--- config.mk ---
export PLATFORM = sky130hd
export DESIGN_NAME = reserved_bit_fault_check
export DESIGN_NICKNAME = d
export VERILOG_FILES = /design/src/fault_check_pkg.sv /design/src/fault_priority.sv /design/src/reserved_bit_fault_check.sv
export SDC_FILE = /design/constraint.sdc
export NUM_CORES = 1
export LEC_CHECK = 0
export BUFFER_PORTS_ARGS = -buffer_cell sky130_fd_sc_hd__buf_2
export CAP_MARGIN = 10
export CORE_MARGIN = 5
export CORE_UTILIZATION = 49
export DETAILED_ROUTE_END_ITERATION = 12
export GPL_ROUTABILITY_DRIVEN = 0
export PLACE_DENSITY = 0.77
export SLEW_MARGIN = 10
export SYNTH_ARGS = -nofsm -noshare
export SYNTH_HDL_FRONTEND = slang
export SYNTH_SLANG_ARGS = --single-unit
--- constraint.sdc ---
create_clock -name clk_sys -period 2.3 [get_ports clk_sys]
set_input_delay 0 -clock clk_sys [delete_from_list [all_inputs] [get_ports clk_sys]]
set_output_delay 0 -clock clk_sys [all_outputs]
set_load 0.03 [all_outputs]
--- src/fault_check_pkg.sv ---
// Purpose: constants and types for the reserved-bit fault checker
// Assumes: one instruction presented per cycle by the core front end
// Notes: feature masks are parameters of the top; defaults are arbitrary
// Behaviour
// RULE1: reserved feature-control bit change raises protection fault
// RULE2: older core faults every feature-control access
// RULE3: unsupported instruction encoding raises invalid-opcode fault
// RULE4: setting unimplemented flag or control bit faults
// RULE5: older core writes model registers unchecked
// RULE6: newer functions enabled only by set control flags
// RULE7: identify instruction reports present features
// RULE8: software masks reserved bits before testing
// RULE9: software writes reserved bits with documented values
// RULE10: one fault per instruction, no state update
package fault_check_pkg;
   localparam int unsigned reg_w = 32;
   localparam logic [31:0] feature_control_reset = 32'h0000_0000;
   localparam logic [31:0] flags_word_reset      = 32'h0000_0002;
   localparam logic [31:0] model_reg_reset       = 32'h0000_0000;
   localparam logic [31:0] flags_fixed_one       = 32'h0000_0002;

   typedef enum logic [2:0] {
      op_none,
      op_write_feature_control,
      op_read_feature_control,
      op_write_flags,
      op_write_model_reg,
      op_identify,
      op_other
   } op_t;

   typedef enum logic [1:0] {
      fault_none,
      fault_general_protection,
      fault_invalid_opcode
   } fault_t;
endpackage

--- src/fault_priority.sv ---
// Purpose: pick exactly one fault for an instruction
// Assumes: invalid-opcode outranks general-protection
// Notes: purely combinational
`timescale 1ns/1ns
module fault_priority
(
   input  wire logic                    want_opcode_fault,
   input  wire logic                    want_prot_fault,
   output      fault_check_pkg::fault_t fault,
   output      logic                    commit_ok
);
   always_comb
   begin
      if (want_opcode_fault)
         fault = fault_check_pkg::fault_invalid_opcode; // RULE10
      else if (want_prot_fault)
         fault = fault_check_pkg::fault_general_protection; // RULE10
      else
         fault = fault_check_pkg::fault_none;
      commit_ok = !want_opcode_fault && !want_prot_fault; // RULE10
   end
endmodule

--- src/reserved_bit_fault_check.sv ---
// Purpose: fault checks on control state writes and instruction support
// Assumes: op_valid marks a one-cycle instruction presentation
// Notes: results registered one cycle after op_valid
`timescale 1ns/1ns
module reserved_bit_fault_check
#(
   parameter logic        older_core        = 1'b0,
   parameter logic [31:0] fc_implemented    = 32'h0000_00ff,
   parameter logic [31:0] flags_implemented = 32'h003f_7fd5,
   parameter logic [31:0] model_implemented = 32'h0000_000f,
   parameter logic [31:0] feature_present   = 32'h0000_1234, // arbitrary
   parameter logic [31:0] opcode_supported  = 32'h0000_00ff
)
(
   input  wire logic                    clk_sys,
   input  wire logic                    rstn,
   input  wire logic                    op_valid,
   input  wire fault_check_pkg::op_t    op,
   input  wire logic [31:0]             op_data,
   input  wire logic [4:0]              op_class,
   output      logic                    done,
   output      fault_check_pkg::fault_t fault,
   output      logic [31:0]             result,
   output      logic [31:0]             feature_control_reg,
   output      logic [31:0]             flags_word,
   output      logic [31:0]             model_reg,
   output      logic [7:0]              function_enable
);
   // decoded instruction kinds, at most one high per cycle
   logic                    fc_write;
   logic                    fc_read;
   logic                    flags_write;
   logic                    model_write;
   logic                    ident_op;
   logic                    other_op;
   logic                    code_illegal;

   // refusal causes, weighed against each other by the priority picker
   logic                    fc_absent;
   logic                    ident_absent;
   logic                    class_absent;
   logic                    fc_reserved_hit;
   logic                    flags_reserved_hit;
   logic                    model_reserved_hit;
   logic                    want_opcode_fault;
   logic                    want_prot_fault;
   logic                    commit_ok;
   fault_check_pkg::fault_t pick;

   // next values, one set per state group
   logic                    next_done;
   fault_check_pkg::fault_t next_fault;
   logic [31:0]             next_result;
   logic [31:0]             next_fc;
   logic [7:0]              next_enable;
   logic [31:0]             next_flags;
   logic [31:0]             next_model;

   // reserved bits may only be rewritten with the value they already hold
   function automatic logic touches_reserved(input logic [31:0] val,
                                             input logic [31:0] cur,
                                             input logic [31:0] impl);
      touches_reserved = |((val ^ cur) & ~impl);
   endfunction

   always_comb
   begin
      fc_write     = 1'b0;
      fc_read      = 1'b0;
      flags_write  = 1'b0;
      model_write  = 1'b0;
      ident_op     = 1'b0;
      other_op     = 1'b0;
      code_illegal = 1'b0;
      if (op_valid)
      begin
         unique case (op)
            // a bubble is answered with done but changes nothing
            fault_check_pkg::op_none:
               code_illegal = 1'b0;
            fault_check_pkg::op_write_feature_control:
               fc_write = 1'b1;
            fault_check_pkg::op_read_feature_control:
               fc_read = 1'b1;
            fault_check_pkg::op_write_flags:
               flags_write = 1'b1;
            fault_check_pkg::op_write_model_reg:
               model_write = 1'b1;
            fault_check_pkg::op_identify:
               ident_op = 1'b1;
            fault_check_pkg::op_other:
               other_op = 1'b1;
            // spare code: an encoding this core never implemented
            default:
               code_illegal = 1'b1; // RULE3
         endcase
      end
   end

   // all causes are computed side by side; only the picker orders them
   assign fc_absent          = older_core && (fc_write || fc_read); // RULE2
   assign ident_absent       = older_core && ident_op; // RULE3
   assign class_absent       = other_op && !opcode_supported[op_class]; // RULE3
   assign fc_reserved_hit    = fc_write && touches_reserved(op_data, feature_control_reg,
                                                            fc_implemented); // RULE1
   assign flags_reserved_hit = flags_write && touches_reserved(op_data, flags_word,
                                                               flags_implemented); // RULE4
   // older cores store model bits unchecked; newer ones refuse reserved changes
   assign model_reserved_hit = model_write && !older_core &&
                               touches_reserved(op_data, model_reg, model_implemented); // RULE5
   assign want_opcode_fault  = fc_absent ||
                               ident_absent ||
                               class_absent ||
                               code_illegal;
   assign want_prot_fault    = fc_reserved_hit ||
                               flags_reserved_hit ||
                               model_reserved_hit;

   // opcode refusal outranks protection, so an older core reports only one
   fault_priority u_prio
   (
      .want_opcode_fault (want_opcode_fault),
      .want_prot_fault   (want_prot_fault),
      .fault             (pick),
      .commit_ok         (commit_ok)
   );

   // response group: the answer stands one cycle, zero when nothing was taken
   always_comb
   begin
      next_done   = op_valid;
      next_fault  = fault_check_pkg::fault_none;
      next_result = 32'h0000_0000;
      if (op_valid)
      begin
         next_fault = pick; // RULE10
         if (commit_ok && fc_read)
            next_result = feature_control_reg;
         else if (commit_ok && ident_op)
            next_result = feature_present; // RULE7
      end
   end

   always_ff @(posedge clk_sys or negedge rstn)
   begin
      if (!rstn)
      begin
         done   <= 1'b0;
         fault  <= fault_check_pkg::fault_none;
         result <= 32'h0000_0000;
      end
      else
      begin
         done   <= next_done;
         fault  <= next_fault;
         result <= next_result;
      end
   end

   // control group: enables registered from the committed value, so they never lag it
   always_comb
   begin
      next_fc = feature_control_reg;
      if (fc_write && commit_ok) // RULE10
         next_fc = op_data;
      next_enable = next_fc[7:0] & fc_implemented[7:0]; // RULE6
   end

   always_ff @(posedge clk_sys or negedge rstn)
   begin
      if (!rstn)
      begin
         feature_control_reg <= fault_check_pkg::feature_control_reset;
         // reset clears every flag, so all new functions start off
         function_enable     <= fault_check_pkg::feature_control_reset[7:0] & fc_implemented[7:0];
      end
      else
      begin
         feature_control_reg <= next_fc;
         function_enable     <= next_enable;
      end
   end

   // flags group: the fixed-one bit is forced so software cannot clear it
   always_comb
   begin
      next_flags = flags_word;
      if (flags_write && commit_ok) // RULE10
         next_flags = op_data | fault_check_pkg::flags_fixed_one;
   end

   always_ff @(posedge clk_sys or negedge rstn)
   begin
      if (!rstn)
      begin
         flags_word <= fault_check_pkg::flags_word_reset;
      end
      else
      begin
         flags_word <= next_flags;
      end
   end

   // model group: unchecked bits still stored; software must not rely on them
   always_comb
   begin
      next_model = model_reg;
      if (model_write && commit_ok) // RULE10
         next_model = op_data; // RULE5
   end

   always_ff @(posedge clk_sys or negedge rstn)
   begin
      if (!rstn)
      begin
         model_reg <= fault_check_pkg::model_reg_reset;
      end
      else
      begin
         model_reg <= next_model;
      end
   end
endmodule

* Word-level counts from Yosys, hierarchy flattened
Memories as Yosys holds them, arrays and structs flattened.
Index checks and enable logic that the tools add are counted.
W data, S select, Z words.
** Storage, ports and cells
- Bits in read-only memories :: 32
- Bits of input ports :: 43
- Output and inout port bits :: 139
- Word-level logic and storage cells :: 60
- Memories kept :: 1
- Bits in registers :: 130
** Memory list
- (name not given) :: depth 32, width 1, read ports 1, clocked after memory_dff 0, write ports 0, line reserved_bit_fault_check.sv:103 : assign class_absent = other_op && !opcode_supported[op_class];
** Operators by class
- $lt $le $gt $ge :: 1
- Mux-type cells :: 21
- Bitwise gates (word level) :: 3
- Reduce and logical (&&, ||, !) cells :: 21
- Equal/unequal tests :: 6
** Operators by type and width (number)
- $xor A32 B32 Y32 :: 3
- $mux W32 :: 2
- $reduce_or A28 Y1 :: 1
- $reduce_or A24 Y1 :: 1
- $mux W1 :: 16
- $reduce_or A14 Y1 :: 1
- $mux W13 :: 1
- $logic_and A1 B1 Y1 :: 10
- $eq A3 B3 Y1 const B :: 3
- $reduce_or A7 Y1 :: 1
- $eq A3 B2 Y1 const B :: 2
- $lt A5 B6 Y1 const B :: 1
- $mux W2 :: 2
- $eq A3 B1 Y1 const B :: 1
- $logic_not A1 Y1 :: 3
- $logic_not A3 Y1 :: 1
- $logic_or A1 B1 Y1 :: 3

* Depth between registers and ports, before layout
Gate-level depths: netlist (run 1).
- Word-level depth :: 12
- Mapped depth :: 6
- Mapped depth without buffers :: 5

* Modules after synthesis
Synthesis (run 1) repeated with hierarchy kept, for this count alone.
** Second synthesis, totals
- Cell total of the unflattened synthesis :: 401
- Area, all modules :: 5565.3 um^2
** By module, submodules not included
- reserved_bit_fault_check :: times used 1, seq. area each 3253.1 um^2, cells each 398, area an instance 5545.3 um^2
- fault_priority :: times used 1, seq. area each 0.0 um^2, cells each 3, area an instance 20.0 um^2

* Worst setup path before layout (run 1)
Ideal clock, no wire load.
- Kind :: register -> register
- Start :: register feature_control_reg[12]
- End :: register feature_control_reg[0]
- Slack :: 0.130 ns
- Required time :: 2.175 ns
- Stages on the path, launching flop included :: 7
- Library setup time :: 0.125 ns
- Data arrival time :: 2.045 ns
- Buffers on the path :: 1
- Period minus slack after synthesis :: 2.170 ns
- Cell sequence :: dfrtp_1 -> xor2_1 -> nor4_1 -> nand4_1 -> or4b_1 -> buf_6 -> mux2_4
** Between the ends
- Word-level cells in the longest chain between the ends :: 8
** RTL lines
- start: declaration :: line reserved_bit_fault_check.sv:24 : output logic [31:0] feature_control_reg,
- start signal: assignment :: line reserved_bit_fault_check.sv:173 : feature_control_reg <= fault_check_pkg::feature_control_reset;
- start signal: assignment :: line reserved_bit_fault_check.sv:179 : feature_control_reg <= next_fc;
- $xor A32 B32 Y32 :: line reserved_bit_fault_check.sv:63 : touches_reserved = |((val ^ cur) & ~impl);
- $reduce_or A24 Y1 :: line reserved_bit_fault_check.sv:63
- $logic_and A1 B1 Y1 :: line reserved_bit_fault_check.sv:104 : assign fc_reserved_hit = fc_write && touches_reserved(op_data, feature_control_reg,
- $logic_or A1 B1 Y1 :: line reserved_bit_fault_check.sv:115 : assign want_prot_fault = fc_reserved_hit ||
- $logic_or A1 B1 Y1 :: line reserved_bit_fault_check.sv:116 : flags_reserved_hit ||
- $logic_not A1 Y1 :: line fault_priority.sv:20 : commit_ok = !want_opcode_fault && !want_prot_fault;
- $logic_and A1 B1 Y1 :: line fault_priority.sv:20
- $logic_and A1 B1 Y1 :: line reserved_bit_fault_check.sv:164 : if (fc_write && commit_ok)
Every way passes these cells.
A chain may end at the register's enable or synchronous reset.

* Final worst setup path (run 1)
- Start :: register feature_control_reg[11]
- End :: register feature_control_reg[7]
Same word-level chain as after synthesis.

==> flow_metrics.env, run 1 <==
export IMPL_hold_viol=0
export IMPL_utilization_pct=68.3
export IMPL_io_buffers=177
export IMPL_syn_area_mm2=0.00499
export IMPL_antenna_found_initial=1
export IMPL_worstPathRequired_ns=2.69
export IMPL_htreeDepth=4
export IMPL_stdcell_count=686
export IMPL_peakVddDrop_uv=479
export IMPL_fin_crit_ns=2.22
export IMPL_syn_inst=379
export IMPL_start_util_pct=50.6
export IMPL_crit_type="reg -> reg"
export IMPL_die_h_um=111
export IMPL_drive_above_1_share_pct=45.7
export IMPL_final_setup_viol_count=0
export IMPL_fin_crit_sh_pct=96.4
export IMPL_fp_row_count=36
export IMPL_num_fill_cells=689
export IMPL_pin_count=182
export IMPL_drt_iter0_markers=154
export IMPL_vias=3232
export IMPL_grt_first_pass_wirelength_um=20200
export IMPL_synth_avg_cell_area_um2=13.2
export IMPL_grt_start_max_net_pins=75
export IMPL_tns_ns=0
export IMPL_drc_errors=0
export IMPL_cts_buffers=17
export IMPL_max_slew_margin_pct=55.8
export IMPL_rsz0062_at_grt="no"
export IMPL_ys_types=25
export IMPL_p_leak_nw=3.72
export IMPL_grt_pass1_vias=3571
export IMPL_grt_overflow=0
export IMPL_power_density_mw_per_mm2=775
export IMPL_area_delta_synth_final_pct=34.8
export IMPL_max_freq_mhz=451
export IMPL_worst_slew_pin_slew_ns=0.663
export IMPL_yosysSeqAreaShare_pct=65.1
export IMPL_ant_nets=0
export IMPL_post_drt_wl_per_cell_um=18.4
export IMPL_ys_warn_count=0
export IMPL_hold_slack_ns=0.0564
export IMPL_clock_skew_ns=0.0138
export IMPL_dieArea_mm2=0.0123
export IMPL_dr_pass1_iters=4
export IMPL_grt_usage_pct=21.5
export IMPL_cap_violations=0
export IMPL_power_w=0.00522
export IMPL_clk_path_buf_depth=2
export IMPL_dp_cells=620
export IMPL_coreArea_mm2=0.00986
export IMPL_root_buffer="clkbuf_8"
export IMPL_maxSlewViolCount=0
export IMPL_crit_path_start_kind="flop"
export IMPL_cts_tree="done"
export IMPL_worstSkewPairLatency_ns=0.51
export IMPL_end_kind="flop"
export IMPL_path_max_fanout=8
export IMPL_worstHoldPathType="in -> async"
export IMPL_worstPathArrival_ns=2.61
export IMPL_outcome="completed"
export IMPL_chipWidth_um=111
export IMPL_synth_nets=422
export IMPL_dp_hpwl_um=8930
export IMPL_routed_wirelength_um=12600
export IMPL_ys_ff_latch=130
export IMPL_numClockSinks=130
export IMPL_vias_per_cell=4.71
export IMPL_path_clk_slew_ns=0.06
export IMPL_nNetsFinal=583
final cells by class:
type	count	area, µm²	share of cell area (%)
Sequential cell	130	3250	48.3
Timing Repair Buffer	220	1300	19.2
Multi-Input combinational cell	171	1430	21.2
Clock buffer	21	459	6.82
Antenna cell	1	2.50	0.0372
Tap cell	133	166	2.47
Clock inverter	10	133	1.97
cells in the mapped netlist, drive strengths merged:
library cell	n	area share, %
nor2b	5	0.63
a21oi	5	0.50
conb	1	0.075
nand2	4	0.30
or4b	1	0.20
nand4bb	1	0.23
nor4	6	0.75
nor4bb	1	0.20
mux2	30	7.4
clkbuf	68	5.1
nor3	3	0.30
nor3b	3	0.45
nor2	1	0.075
buf	10	1.6
xor2	16	2.8
o31ai	1	0.15
nand2b	1	0.13
nand4	13	1.6
nand3b	1	0.15
dfrtp	130	65
o211ai	1	0.15
and2	28	3.5
xnor2	49	8.6
critical path: stages, from the launching register on:
cell	delay, ns
dfrtp_1	0.39
xor2_1	0.15
nor4_2	0.27
buf_4	0.15
nand4_1	0.11
or4b_1	0.54
buf_6	0.17
mux2_4	0.31
report_power, final:
group | switching [W] | internal, W | total (W)
sequential | 0.00000184 | 0.00229 | 0.00230
combinational | 0.000149 | 0.000111 | 0.000260
clock | 0.000944 | 0.00172 | 0.00267
total | 0.00109 | 0.00413 | 0.00522
worst paths after layout:
path	start	to	slack [ns]	cells after the start
setup / recovery	feature_control_reg[11]$_DFFE_PN0P_	feature_control_reg[7]$_DFFE_PN0P_	0.08	7
hold / removal	rstn	model_reg[6]$_DFFE_PN0P_	0.06	2
setup reg to reg	feature_control_reg[11]$_DFFE_PN0P_	feature_control_reg[7]$_DFFE_PN0P_	0.08	7
hold reg to reg	model_reg[28]$_DFFE_PN0P_	model_reg[28]$_DFFE_PN0P_	0.41	0
max in group asynchronous	rstn	feature_control_reg[10]$_DFFE_PN0P_	1.49	3
min in group clk_sys	op_data[27]	fault[0]$_DFF_PN0_	0.06	5
per-layer routing:
metal	global-route usage [%]	part of all wire (%)	vias up
li1	-	-	1521
met1	27.3	43	1546
met2	34.1	48	143
met3	7.15	6.2	22
met4	8.78	2.2	0
met5	0	0	-
logic make-up after synthesis:
family                 Yosys count  share of synthesized area (%)
flip-flops                     130                           65.1
buffers and inverters           78                           6.69
AND/OR/NAND/NOR                 68                           8.54
XOR/XNOR                        65                           11.4
multiplexers                    30                           7.36
AO/OA/AOI/OAI                    7                          0.802
other                            1                         0.0751
per-stage QoR:
step           area, µm²  setup WS (ns)
2_1_floorplan       4990          0.130
3_3_place_gp        5790         0.0471
3_5_place_dp        5790        -0.0333
4_1_cts             6720         0.0220
6_report            6740         0.0824
5_1_grt             6740        0.00224
placed cells by master (no fill, tap or decap), types with 2 or more instances in the layout:
cell type,n
nand4_1,13
xnor2_1,49
clkinvlp_4,3
a21oi_1,5
clkbuf_16,16
and2_1,28
bufinv_16,3
nor4_1,4
nor3_1,2
nor2b_1,5
clkinv_2,4
nand2_1,4
clkbuf_8,4
dlygate4sd3_1,31
buf_2,176
nor4_2,2
nor3b_1,3
mux2_4,8
dfrtp_1,130
buf_4,11
mux2_2,22
xor2_1,16
buf_6,2
timing repair:
action                     4_1_cts  5_1_grt
pin swaps                        1        0
setup endpoints to repair        8        8
hold endpoints to repair       109        0
hold buffers                    31        0
setup buffers                    2        1
resized for setup                2        1
(Power assumes the default switching activity.)
==> run 2: changes to the inputs <==
--- a/config.mk
+++ b/config.mk
@@ -8,10 +8,10 @@
 export BUFFER_PORTS_ARGS = -buffer_cell sky130_fd_sc_hd__buf_2
 export CAP_MARGIN = 10
 export CORE_MARGIN = 5
-export CORE_UTILIZATION = 49
+export CORE_UTILIZATION = 44
 export DETAILED_ROUTE_END_ITERATION = 12
 export GPL_ROUTABILITY_DRIVEN = 0
-export PLACE_DENSITY = 0.77
+export PLACE_DENSITY = 0.73
 export SLEW_MARGIN = 10
 export SYNTH_ARGS = -nofsm -noshare
 export SYNTH_HDL_FRONTEND = slang
==> constraint.sdc (replaced) <==
create_clock -name clk_sys -period 1.9 [get_ports clk_sys]
set_input_delay 0 -clock clk_sys [delete_from_list [all_inputs] [get_ports clk_sys]]
set_output_delay 0 -clock clk_sys [all_outputs]
set_load 0.03 [all_outputs]
==> run 2 against run 1 <==
The flow now finishes with violations (setup timing). Global-route usage is 2.1 points lower. Register-to-register slack got worse by 0.36 ns. Worst setup slack worse by 0.36 ns. Combinational power increased by 25%. Largest power group unchanged. Via count grew 2.9%. Utilization shrank 5.3 points.
==> flow_metrics.env, run 2 (synthesis gave the netlist of run 1 again) <==
export IMPL_outcome="finished with violations"
export IMPL_final_setup_viol_count=8
export IMPL_ant_nets=0
export IMPL_reg2reg_slack_ns=-0.28
export IMPL_hold_viol=0
export IMPL_vias=3327
export IMPL_worstSkewPairLatency_ns=0.41
export IMPL_worstPathArrival_ns=2.47
export IMPL_violations="setup timing"
export IMPL_grt_pass1_vias=3559
export IMPL_drt_iter0_markers=96
export IMPL_max_stage_delay_ns=0.63
export IMPL_path_max_fanout=8
export IMPL_die_h_um=117
export IMPL_power_w=0.00656
export IMPL_crit_path_start="feature_control_reg[15]$_DFFE_PN0P_"
export IMPL_htreeDepth=4
export IMPL_peakVddDrop_uv=578
export IMPL_cts_tree="done"
export IMPL_cap_violations=0
export IMPL_dr_pass1_iters=4
export IMPL_p_leak_nw=3.89
export IMPL_worstHoldPathType="in -> reg"
export IMPL_stdcell_count=725
export IMPL_maxSlewViolCount=0
export IMPL_worst_r2r_endpoint="feature_control_reg[3]$_DFFE_PN0P_"
export IMPL_grt_usage_pct=19.4
export IMPL_worstPathRequired_ns=2.19
export IMPL_r2r_cells=6
export IMPL_slowest_stage="or4b_4"
export IMPL_dp_cells=667
export IMPL_place_area_mm2=0.00614
export IMPL_max_slew_margin_pct=58.1
export IMPL_r2r_start="feature_control_reg[15]$_DFFE_PN0P_"
export IMPL_numClockSinks=130
export IMPL_area_delta_synth_final_pct=42.1
export IMPL_clk_path_buf_depth=2
export IMPL_nNetsFinal=612
export IMPL_pin_count=182
export IMPL_crit_cells=6
export IMPL_path_cells="xor2_1 > nor4_2 > buf_4 > nand4_1 > or4b_4 > mux2_4"
export IMPL_worst_slew_pin_slew_ns=0.625
export IMPL_chipWidth_um=117
export IMPL_root_buffer="clkbuf_16"
export IMPL_rsz0062_at_grt="yes"
export IMPL_drive_above_1_share_pct=53.8
export IMPL_dp_hpwl_um=9410
export IMPL_max_freq_mhz=459
export IMPL_fin_crit_ns=2.18
export IMPL_drc_errors=0
export IMPL_power_density_mw_per_mm2=924
export IMPL_grt_overflow=0
export IMPL_routed_wirelength_um=12800
export IMPL_dieArea_mm2=0.0136
export IMPL_fin_ws_ns=-0.279
export IMPL_crit_path_start_kind="flop"
export IMPL_fin_crit_sh_pct=115
export IMPL_antenna_found_initial=0
export IMPL_design_area_mm2=0.00710
export IMPL_fp_row_count=39
export IMPL_final_common_cell="buf_2"
export IMPL_cp_top_family="simple AND/OR/NAND/NOR gates"
export IMPL_crit_path_end="feature_control_reg[3]$_DFFE_PN0P_"
export IMPL_grt_start_max_net_pins=48
export IMPL_path_clk_slew_ns=0.06
export IMPL_post_drt_wl_per_cell_um=17.6
export IMPL_cts_buffers=17
export IMPL_critPathBufInv=1
export IMPL_diodes=0
export IMPL_most_common_layout_cells="buf_2, dfrtp_1, xnor2_1, buf_4, and2_1"
export IMPL_clock_skew_ns=0.00839
export IMPL_start_util_pct=44.3
export IMPL_grt_first_pass_wirelength_um=19400
export IMPL_vias_per_cell=4.59
export IMPL_io_buffers=177
export IMPL_coreArea_mm2=0.0113
export IMPL_crit_type="reg -> reg"
export IMPL_end_kind="flop"
==> run 2: cell types whose count changed in the layout (fill, tap and decap cells not counted), moves of 4 or more <==
cell,delta
dlygate4sd3_1,-4
clkbuf_1,+5
xnor2_2,+6
buf_4,+31
xnor2_1,-6
dfrtp_1,-24
dfrtp_2,+24
==> run 2: tightest hold or removal path, delay by kind of cell <==
kind | cells | cell delay [ns]
and+or+nand+nor | 2 | 0.29
buffers and inverters | 1 | 0.15
==> run 2: worst min path at each step <==
stage,startpoint,cells past startpoint,endpoint
2_1_floorplan,rstn,0,done$_DFF_PN0_
3_3_place_gp,rstn,1,flags_word[14]$_DFFE_PN0P_
3_5_place_dp,rstn,1,flags_word[14]$_DFFE_PN0P_
4_1_cts,op[0],3,result[7]$_DFF_PN0_
5_1_grt,op[0],3,result[20]$_DFF_PN0_
6_report,op[0],3,result[20]$_DFF_PN0_
==> run 2: layer usage <==
layer / global-route usage, % / routed length [µm] / part of all wire (%)
met5: 0 / 0 / 0
met4: 7.87 / 320 / 2.5
met3: 6.94 / 1030 / 8.1
met2: 30.3 / 5990 / 47
met1: 24.8 / 5420 / 42
==> run 2: metrics by stage <==
step / utilization, % / setup TNS [ns] / hold WS (ns) / setup WS, ns
floorplan: - / -1.39 / -0.296 / -0.173
global placement: 54.4 / -4.35 / -0.0462 / -0.349
detailed placement: 54.4 / -4.69 / -0.0421 / -0.354
CTS: 62.7 / -2.79 / 0.0594 / -0.333
global route: 63.0 / -3.59 / 0.0859 / -0.399
finish: 63.0 / -2.20 / 0.0805 / -0.279
==> run 2: final cells by class <==
type                            instances  area (µm²)
Clock buffer                           27         503
Multi-Input combinational cell        171        1480
Timing Repair Buffer                  249        1530
Sequential cell                       130        3280
Clock inverter                          5         125
Tap cell                              143         179
Fill cell                             859        4170
==> run 2: repair_timing <==
item                                    CTS  global route
resized for setup                         6             6
buffers inserted                          0             0
pin swaps                                 2             5
endpoints found under the hold margin   141             0
endpoints found under the setup margin   30            31
hold buffers                             27             0
==> run 2: report_power, final <==
part	internal (W)	switching, W	leakage (nW)	total [W]
registers	0.00278	0.00000197	1.77	0.00278
logic	0.000143	0.000183	1.81	0.000326
clock network	0.00234	0.00112	0.306	0.00345
